===== config.mk =====
export PLATFORM = sky130hd
export DESIGN_NAME = saturate_select_shift_unit
export DESIGN_NICKNAME = d
export VERILOG_FILES = /design/src/design/ssu_pkg.sv /design/src/design/shift_req_if.sv /design/src/design/logical_shifter.sv /design/src/design/saturate_select_shift_unit.sv
export VERILOG_INCLUDE_DIRS = /design/src /design/src/design
export SDC_FILE = /design/constraint.sdc
export NUM_CORES = 1
export LEC_CHECK = 0
export ABC_AREA = 1
export CAP_MARGIN = 20
export CORE_MARGIN = 2
export CORE_UTILIZATION = 60
export DETAILED_ROUTE_END_ITERATION = 10
export DONT_BUFFER_PORTS = 1
export PLACE_DENSITY = 0.76
export REMOVE_ABC_BUFFERS = 1
export SETUP_SLACK_MARGIN = 0.4
export SLEW_MARGIN = 5
export SYNTH_ARGS = -nofsm -noshare
export SYNTH_HDL_FRONTEND = slang
export SYNTH_HIERARCHICAL = 1
export SYNTH_SLANG_ARGS = --single-unit

===== constraint.sdc =====
create_clock -name i_clk -period 4.7 [get_ports i_clk]
set_input_delay 0.235 -clock i_clk [delete_from_list [all_inputs] [get_ports i_clk]]
set_output_delay 0.235 -clock i_clk [all_outputs]
set_load 0.01 [all_outputs]

===== src/design/ssu_defines.svh =====
`ifndef SSU_DEFINES_SVH
`define SSU_DEFINES_SVH

`define SSU_WORD_W 32
`define SSU_HALF_W 16
`define SSU_IDX_W 4
`define SSU_IMM9_W 9
`define SSU_IMM4_W 4
`define SSU_WCNT_W 6
`define SSU_HCNT_W 5
`define SSU_MSB 31
`define SSU_HALF_MSB 15

`define SSU_SB_MIN 32'hFFFFFF80
`define SSU_SB_MAX 32'h0000007F
`define SSU_UB_MAX 32'h000000FF
`define SSU_SH_MIN 32'hFFFF8000
`define SSU_SH_MAX 32'h00007FFF
`define SSU_UH_MAX 32'h0000FFFF
`define SSU_ZERO 32'h00000000

`define SSU_RST_RESULT 32'h00000000
`define SSU_RST_INDEX 4'h0

`endif


===== src/design/ssu_pkg.sv =====
package ssu_pkg;
    typedef enum logic [3:0] {
        clamp_signed_byte,
        clamp_unsigned_byte,
        clamp_signed_half,
        clamp_unsigned_half,
        select_on_set,
        select_on_clear,
        logical_word_shift,
        logical_half_pair_shift,
        shift_in_equal,
        shift_in_ge_signed,
        shift_in_ge_unsigned,
        shift_in_lt_signed,
        shift_in_lt_unsigned,
        op_idle
    } op_t;
endpackage : ssu_pkg


===== src/design/shift_req_if.sv =====
`timescale 1ns/10ps
`include "ssu_defines.svh"

interface shift_req_if;
    logic [`SSU_WORD_W-1:0] value;
    logic [`SSU_WCNT_W-1:0] count;
    logic half_mode;
    logic [`SSU_WORD_W-1:0] shifted;

    modport requester (output value, output count, output half_mode, input shifted);
    modport shifter (input value, input count, input half_mode, output shifted);
endinterface : shift_req_if


===== src/design/logical_shifter.sv =====
`timescale 1ns/10ps
`include "ssu_defines.svh"

module logical_shifter (
    shift_req_if.shifter port
);
    import ssu_pkg::*;

    logic [`SSU_WORD_W-1:0] word_out;
    logic [`SSU_WORD_W-1:0] half_out;
    logic [`SSU_WCNT_W-1:0] word_mag;
    logic [`SSU_HCNT_W-1:0] half_cnt;
    logic [`SSU_HCNT_W-1:0] half_mag;

    // Magnitude of -32 is 6'h20: a shift by 32 of a 32-bit value clears it
    assign word_mag = port.count[`SSU_WCNT_W-1] ? (~port.count + 6'h01) : port.count;
    always_comb begin
        if (port.count[`SSU_WCNT_W-1]) begin
            word_out = port.value >> word_mag;
        end else begin
            word_out = port.value << word_mag;
        end
    end

    assign half_cnt = port.count[`SSU_HCNT_W-1:0];
    assign half_mag = half_cnt[`SSU_HCNT_W-1] ? (~half_cnt + 5'h01) : half_cnt;

    // Each half is shifted on its own, so nothing crosses the boundary
    genvar h;
    generate
        for (h = 0; h < 2; h++) begin : g_half
            logic [`SSU_HALF_W-1:0] part;
            assign part = port.value[h*`SSU_HALF_W +: `SSU_HALF_W];
            assign half_out[h*`SSU_HALF_W +: `SSU_HALF_W] = half_cnt[`SSU_HCNT_W-1]
                ? (part >> half_mag)
                : (part << half_mag);
        end
    endgenerate

    assign port.shifted = port.half_mode ? half_out : word_out;
endmodule : logical_shifter


===== src/design/saturate_select_shift_unit.sv =====
// Function
// - Signed byte clamp to -128..127
// - Unsigned byte clamp to 255
// - Signed half clamp to -32768..32767
// - Unsigned half clamp to 65535
// - Short saturate form writes source register
// - Select first source when condition nonzero
// - Select-not first source when condition zero
// - Word shift count: signed six bits
// - Negative count shifts right, zero fill
// - Word count -32 gives zero
// - Short shift: four-bit count, writes source
// - Half-pair shift keeps halves separate
// - Half count five bits; -16 gives zero
// - Shift-in bit from equality
// - Shift-in greater-or-equal, signed or unsigned
// - Shift-in less-than, signed or unsigned
`timescale 1ns/10ps
`include "ssu_defines.svh"

module saturate_select_shift_unit (
    input wire logic i_clk,
    input wire logic i_rst,
    input wire logic i_valid,
    input wire ssu_pkg::op_t i_op,
    input wire logic i_short_form,
    input wire logic i_use_imm,
    input wire logic [`SSU_WORD_W-1:0] i_first_source,
    input wire logic [`SSU_WORD_W-1:0] i_second_source,
    input wire logic [`SSU_WORD_W-1:0] i_destination,
    input wire logic [`SSU_WORD_W-1:0] i_condition_operand,
    input wire logic [`SSU_IMM9_W-1:0] i_nine_bit_immediate,
    input wire logic [`SSU_IMM4_W-1:0] i_four_bit_immediate,
    input wire logic [`SSU_IDX_W-1:0] i_src_index,
    input wire logic [`SSU_IDX_W-1:0] i_dst_index,
    output logic o_valid,
    output logic [`SSU_WORD_W-1:0] o_result,
    output logic [`SSU_IDX_W-1:0] o_write_index
);
    import ssu_pkg::*;

    logic [`SSU_WORD_W-1:0] imm_sext;
    logic [`SSU_WORD_W-1:0] imm_zext;
    logic [`SSU_WORD_W-1:0] operand_b;
    logic [`SSU_WORD_W-1:0] sat_out;
    logic [`SSU_WORD_W-1:0] result_next;
    logic [`SSU_IDX_W-1:0] index_next;
    logic unsigned_cmp;
    logic cmp_bit;
    logic short_ok;
    logic [`SSU_WORD_W-1:0] o_result_reg;
    logic [`SSU_IDX_W-1:0] o_write_index_reg;
    logic o_valid_reg;

    shift_req_if sh_if ();

    logical_shifter u_shifter (
        .port(sh_if.shifter)
    );

    assign imm_sext = {{(`SSU_WORD_W-`SSU_IMM9_W){i_nine_bit_immediate[`SSU_IMM9_W-1]}},
                       i_nine_bit_immediate};
    assign imm_zext = {{(`SSU_WORD_W-`SSU_IMM9_W){1'b0}}, i_nine_bit_immediate};

    // Only the unsigned compare-and-shift forms zero-extend the immediate
    assign unsigned_cmp = (i_op == shift_in_ge_unsigned) || (i_op == shift_in_lt_unsigned);
    assign operand_b = i_use_imm ? (unsigned_cmp ? imm_zext : imm_sext)
                                 : i_second_source;

    // Saturation
    always_comb begin
        case (i_op)
            clamp_signed_byte: begin
                if ($signed(i_first_source) < $signed(`SSU_SB_MIN)) begin
                    sat_out = `SSU_SB_MIN;
                end else if ($signed(i_first_source) > $signed(`SSU_SB_MAX)) begin
                    sat_out = `SSU_SB_MAX;
                end else begin
                    sat_out = i_first_source;
                end
            end
            clamp_unsigned_byte: begin
                sat_out = (i_first_source > `SSU_UB_MAX) ? `SSU_UB_MAX : i_first_source;
            end
            clamp_signed_half: begin
                if ($signed(i_first_source) < $signed(`SSU_SH_MIN)) begin
                    sat_out = `SSU_SH_MIN;
                end else if ($signed(i_first_source) > $signed(`SSU_SH_MAX)) begin
                    sat_out = `SSU_SH_MAX;
                end else begin
                    sat_out = i_first_source;
                end
            end
            clamp_unsigned_half: begin
                sat_out = (i_first_source > `SSU_UH_MAX) ? `SSU_UH_MAX : i_first_source;
            end
            default: begin
                sat_out = i_first_source;
            end
        endcase
    end

    // Shift count: short form sign-extends the four-bit immediate
    assign sh_if.value = i_first_source;
    assign sh_if.half_mode = (i_op == logical_half_pair_shift);
    assign sh_if.count = (i_short_form && i_op == logical_word_shift)
        ? {{(`SSU_WCNT_W-`SSU_IMM4_W){i_four_bit_immediate[`SSU_IMM4_W-1]}},
           i_four_bit_immediate}
        : operand_b[`SSU_WCNT_W-1:0];

    // Comparison bit for the shift-in family
    always_comb begin
        case (i_op)
            shift_in_equal: cmp_bit = (i_first_source == operand_b);
            shift_in_ge_signed: cmp_bit = ($signed(i_first_source) >= $signed(operand_b));
            shift_in_ge_unsigned: cmp_bit = (i_first_source >= operand_b);
            shift_in_lt_signed: cmp_bit = ($signed(i_first_source) < $signed(operand_b));
            shift_in_lt_unsigned: cmp_bit = (i_first_source < operand_b);
            default: cmp_bit = 1'b0;
        endcase
    end

    // Short forms exist only for saturation and the word shift
    always_comb begin
        case (i_op)
            clamp_signed_byte, clamp_unsigned_byte,
            clamp_signed_half, clamp_unsigned_half,
            logical_word_shift: short_ok = i_short_form;
            default: short_ok = 1'b0;
        endcase
    end

    always_comb begin
        case (i_op)
            clamp_signed_byte, clamp_unsigned_byte,
            clamp_signed_half, clamp_unsigned_half: result_next = sat_out;
            select_on_set: begin
                result_next = (i_condition_operand != `SSU_ZERO) ? i_first_source
                                                                 : operand_b;
            end
            select_on_clear: begin
                result_next = (i_condition_operand == `SSU_ZERO) ? i_first_source
                                                                 : operand_b;
            end
            logical_word_shift, logical_half_pair_shift: result_next = sh_if.shifted;
            shift_in_equal, shift_in_ge_signed, shift_in_ge_unsigned,
            shift_in_lt_signed, shift_in_lt_unsigned: begin
                result_next = {i_destination[`SSU_MSB-1:0], cmp_bit};
            end
            default: result_next = i_first_source;
        endcase
    end

    assign index_next = short_ok ? i_src_index : i_dst_index;

    always_ff @(posedge i_clk) begin
        if (i_rst) begin
            o_valid_reg <= 1'b0;
        end else begin
            o_valid_reg <= i_valid && (i_op != op_idle);
        end
    end

    // Result and index hold while i_valid is low; an op_idle issue still loads them
    always_ff @(posedge i_clk) begin
        if (i_rst) begin
            o_result_reg <= `SSU_RST_RESULT;
        end else if (i_valid) begin
            o_result_reg <= result_next;
        end
    end

    always_ff @(posedge i_clk) begin
        if (i_rst) begin
            o_write_index_reg <= `SSU_RST_INDEX;
        end else if (i_valid) begin
            o_write_index_reg <= index_next;
        end
    end

    assign o_valid = o_valid_reg;
    assign o_result = o_result_reg;
    assign o_write_index = o_write_index_reg;
endmodule : saturate_select_shift_unit


[Word-level counts from Yosys, hierarchy flattened]
Index checks and enable logic that the tools add are counted.
Operators by class
  $add $sub $neg: 2
  order comparisons: 10
  equal/unequal tests: 14
  shift-type cells: 6
  muxes and demuxes: 22
  bitwise operators: 2
  reduce and logical (&&, ||, !) cells: 10
Operators by type and width (number)
  2-to-1 mux 32 bit: 12
  case mux 32 bit (5 select lines): 1
  case mux 32 bit (4 select lines): 1
  greater-or-equal comparator 32 bit: 2
  greater-than comparator 32 x 16 -> 1 bit (second input constant): 2
  greater-than comparator 32 x 8 -> 1 bit (second input constant): 2
  < comparator 32 bit: 2
  equality test 32 bit: 1
  logical NOT 32 bit: 1
  < comparator 32 x 16 -> 1 bit (second input constant): 1
  < comparator 32 x 8 -> 1 bit (second input constant): 1
  2-to-1 mux 16 bit: 2
  nonzero test 32 bit: 1
  << shifter 16 x 5 -> 16 bit: 2
  << shifter 32 x 6 -> 32 bit: 1
  >> shifter 16 x 5 -> 16 bit: 2
  >> shifter 32 x 6 -> 32 bit: 1
  equality test 4 bit (second input constant): 5
  equality test 4 x 3 -> 1 bit (second input constant): 4
  2-to-1 mux 6 bit: 2
  OR reduction 5 bit: 2
  equality test 4 x 2 -> 1 bit (second input constant): 2
  adder 6 x 1 -> 6 bit (second input constant): 1
  inverter 6 bit: 1
  13 further kinds: 14
Word-level totals
  register bits after elaboration: 37
  output and inout port bits: 37

[Logic depth before layout (Yosys ltp)]
  word-level depth: 12
  mapped depth: 32
  depth with buffers taken out: 30

[By module]
Netlist, hierarchy kept.
By module, submodules not included
  logical_shifter: instances 1, cells an instance 1406, area an instance 6060.8 um^2, seq. area each 0.0 um^2
  saturate_select_shift_unit: instances 1, cells an instance 816, area an instance 4773.3 um^2, seq. area each 740.7 um^2

[Worst setup path after synthesis]
Ideal clock, no wire load.
  path kind: input-to-reg
  start point: input i_op[3]
  end point: register o_result_reg[4] (netlist: o_result[4])
  library setup time: 0.125 ns
  arrival time: 3.381 ns
  slack: 1.194 ns
  cell stages on the path: 26
  path buffers: 2
  cells stage by stage: inv_1 -> nand2_1 -> nor2_1 -> nand2_1 -> inv_1 -> o21ai_0 -> inv_2 -> ha_1 -> nand2_1 -> nor2_1 -> ha_1 -> inv_1 -> o21ai_2 -> buf_2 -> buf_2 -> nand3_1 -> nand3_1 -> nand2_1 -> nand2_1 -> nand2_1 -> a221oi_1 -> o21ai_0 -> nor3_1 -> nand3_1 -> nand2_1 -> a21oi_1
Between the ends
  word-level cells in the longest chain between the ends: 10
RTL lines
  from (decl): RTL line saturate_select_shift_unit.sv:25  | input wire ssu_pkg::op_t i_op,
  equality test 4 x 3 -> 1 bit *: RTL line saturate_select_shift_unit.sv:106  | assign sh_if.count = (i_short_form && i_op == logical_word_shift)
  logical AND 1 bit *: RTL line saturate_select_shift_unit.sv:106
  2-to-1 mux 6 bit *: RTL line saturate_select_shift_unit.sv:106
  net sh_if.count[1]: RTL line shift_req_if.sv:6  | logic [`SSU_WCNT_W-1:0] count;
  inverter 6 bit / inverter 5 bit (equally long branches): RTL line logical_shifter.sv:16, logical_shifter.sv:26
  adder 6 x 1 -> 6 bit / adder 5 x 1 -> 5 bit (equally long branches): RTL line logical_shifter.sv:16, logical_shifter.sv:26
  2-to-1 mux 6 bit / 2-to-1 mux 5 bit (equally long branches): RTL line logical_shifter.sv:16, logical_shifter.sv:26
  << shifter 32 x 6 -> 32 bit, or another cell as far along: RTL line logical_shifter.sv:21  | word_out = port.value << word_mag;
  2-to-1 mux 32 bit / 2-to-1 mux 16 bit (equally long branches): RTL line logical_shifter.sv:18, logical_shifter.sv:34
  2-to-1 mux 32 bit *: RTL line logical_shifter.sv:40  | assign port.shifted = port.half_mode ? half_out : word_out;
  net sh_if.shifted[4]: RTL line shift_req_if.sv:8  | logic [`SSU_WORD_W-1:0] shifted;
  case mux 32 bit (5 select lines) *: RTL line saturate_select_shift_unit.sv:134  | case (i_op)
  to (signal assigned): RTL line saturate_select_shift_unit.sv:167  | o_result_reg <= `SSU_RST_RESULT;
  to (signal assigned): RTL line saturate_select_shift_unit.sv:169  | o_result_reg <= result_next;
  to (decl): RTL line saturate_select_shift_unit.sv:51  | logic [`SSU_WORD_W-1:0] o_result_reg;
The timed path passes the listed nets; every way through them passes the cells marked *.
A chain may end at the register's enable or synchronous reset.

[Worst setup path in the final report]
  start point: input i_op[3]
  end point: register o_result_reg[8] (netlist: o_result[8])
The elaborated chain is that of the path after synthesis.

==> flow_summary.ini <==
[synthesis]
syn_area_sq_um = 10800
yosysWarnings = 6
netlist_top_cells_count = 994 x nand2_1, 274 x nand3_1, 139 x o21ai_0
synth_top_area_share_pct = 34.4
yosysSeqAreaShare_pct = 6.84
postSynthAreaPerCell_sq_um = 4.88
synth_ff_type = dfxtp_1
async_reset_ff_share_pct = 0
postSynthCellCount = 2222
yosysMostFrequentCell = nand2_1
ys_types = 41
synth.largest_area_cell = nand2_1
synthTopCellsByArea = nand2_1 34%, nand3_1 13%, dfxtp_1 6.8%
synth-edff-count = 0
ys_seq_elements = 37

[critical_path]
cp-end-kind = register
timing.rr.end = o_result[21]
rr_worst_depth = 2
path_class = in -> reg
r2r_slack_ns = 3.94
r2r-start = o_result[21]
worst-path-max-fanout = 8
crit_arrival_ns = 4.22
cp.required_ns = 4.88
critPathLaunchType = input pin

[clocking]
cts_buffer_depth = 2
root_buffer = clkbuf_16
numClockSinks = 37
clk_pin_slew_worst_paths_ns = 0.07
worstSkewPairLatency_ns = 0.28
htreeDepth = 2
numCtsBuffers = 5
cts_tree = built

[final_layout]
area_delta_synth_final_pct = 2.24
largest_register_ffs = 32
final_layout_size_suffix_gt1_share_pct = 5.57
final_cell_area_sq_um = 11100
fillers = 1936
nNetsFinal = 2328
insertedDiodeCount = 0

[die]
start_util_pct = 60.7
rows = 49
die_x_microns = 138
ios = 195
dieArea_sq_um = 19100
fp.dieH_microns = 138
coreArea_sq_um = 17800

[timing]
hold_viol = 0
worst_slack_ns = 0.661
slew_headroom_pct = 34.5
min_period_ns = 4.04
setup-violations-final = 0
tightest_slew_ns = 0.972
rsz0062_at_grt = no
fmax_ghz = 0.248
tns_ns = 0
timing.final.crit_share_pct = 85.9
finalClockSkew_ns = 0
drv_slew = 0
holdWs_ns = 0.000543

[place]
pre_cts_slack_ns = 0.405
gp_congestion = 1.03
placed_area_sq_um = 10900
hpwl_microns = 35200
io_buffers = 0

[power]
peakVddDrop_v = 0.000277
p_per_area_nw_per_um2 = 240
p_leak_uw = 0.00560
finalPower_uw = 2660

[outcome]
status = finished, final reports clean

[min_path]
min_path_cells = 1
whs_endpoint = o_result[26]
holdCritPathClass = in -> reg
min-delay-start = i_rst

[global_routing]
grt_pass1_vias = 14100
antenna_found_initial = 0
grt_overflow = 0
grt_pass1_wl_microns = 73900
grt_max_degree = 82
grtUsageTotal_pct = 47.4

[routing]
ant_nets = 0
firstDrtPassIters = 6
vias = 15400
drc_errors = 0
avgViaCountPerCell = 6.53
drt-total-wl_microns = 47800
wl_per_cell_microns = 20.2
drt_iter0_markers = 2312

[run]
cap_violations = 0
[how the worst max path moves through the flow]
stage,from,to,cells after the start
finish,i_op[3],o_result[8],19
floorplan,i_op[3],o_result[4],21
detailed placement,i_op[3],o_result[14],20
CTS,i_op[3],o_result[14],20
global route,i_op[3],o_result[11],26
global placement,i_op[3],o_result[9],20
[through the flow]
step,utilization (%),std cells
global route,62.1,2366
detailed placement,61.1,2358
finish,62.1,2366
floorplan,-,2084
CTS,62.0,2366
global placement,61.1,2358
[worst max-delay path, stage by stage]
cell and delay [ns]:
inv_1 0.05, nand2_1 0.16, nor2_1 0.09, nand2_1 0.25
inv_2 0.15, o21ai_0 0.79, nand3_1 0.25, nand2_2 0.25
nor2_1 0.09, nor2_1 0.58, o22ai_1 0.18, nand3_1 0.13
nand2_1 0.06, a221oi_1 0.44, o21ai_1 0.13, a21oi_1 0.13
nand4_1 0.10, nand2_1 0.10, a21oi_1 0.06
[area by class of cell]
cell class / instances / area (sq um) / area share (%)
tap: 229 / 287 / 2.59
sequential: 37 / 741 / 6.69
clock inverter: 3 / 46.3 / 0.418
clock buffer: 5 / 125 / 1.13
timing repair buffer: 45 / 438 / 3.95
multi-input combinational: 1914 / 8940 / 80.7
inverter: 133 / 502 / 4.53
[cell usage in the layout (no fill, tap or decap), types with 37 or more instances in the layout]
cell,netlist,layout
o211ai_1,48,48
nand2_1,994,992
inv_1,114,113
nand3_1,274,274
a21oi_1,95,95
nor2_1,136,135
buf_4,17,37
o21ai_1,62,61
o21ai_0,139,137
dfxtp_1,37,37
[per-layer routing]
layer / vias to the layer above / share of wire, % / global-route usage [%] / routed length [microns]
li1: 7182 / - / - / -
met1: 6748 / 35 / 58.6 / 16800
met2: 1228 / 43 / 75.6 / 20600
met3: 288 / 14 / 8.90 / 6620
met4: 0 / 7.9 / 30.8 / 3760
met5: - / 0 / 0 / 0
[power breakdown]
part / switching [uW] / total, uW / internal, uW
clock network: 149 / 400 / 251
logic: 1310 / 1890 / 576
registers: 28.9 / 367 / 338
total: 1490 / 2660 / 1160
[cells by family after synthesis]
logic type / after synthesis / share of synthesized area [%]
buffers and inverters: 271 / 11.2
AOI/OAI and AO/OA: 409 / 21.9
muxes: 8 / 0.739
and+or+nand+nor: 1463 / 55.4
adders and majority gates: 34 / 3.93
DFF: 37 / 6.84
[what timing repair did]
action	CTS	global route
endpoints found under the hold margin	0	0
endpoints found under the setup margin	0	17
gates resized for setup	0	5
buffers inserted	0	0
hold buffers	0	0
Power figures use the tool's default switching activity.
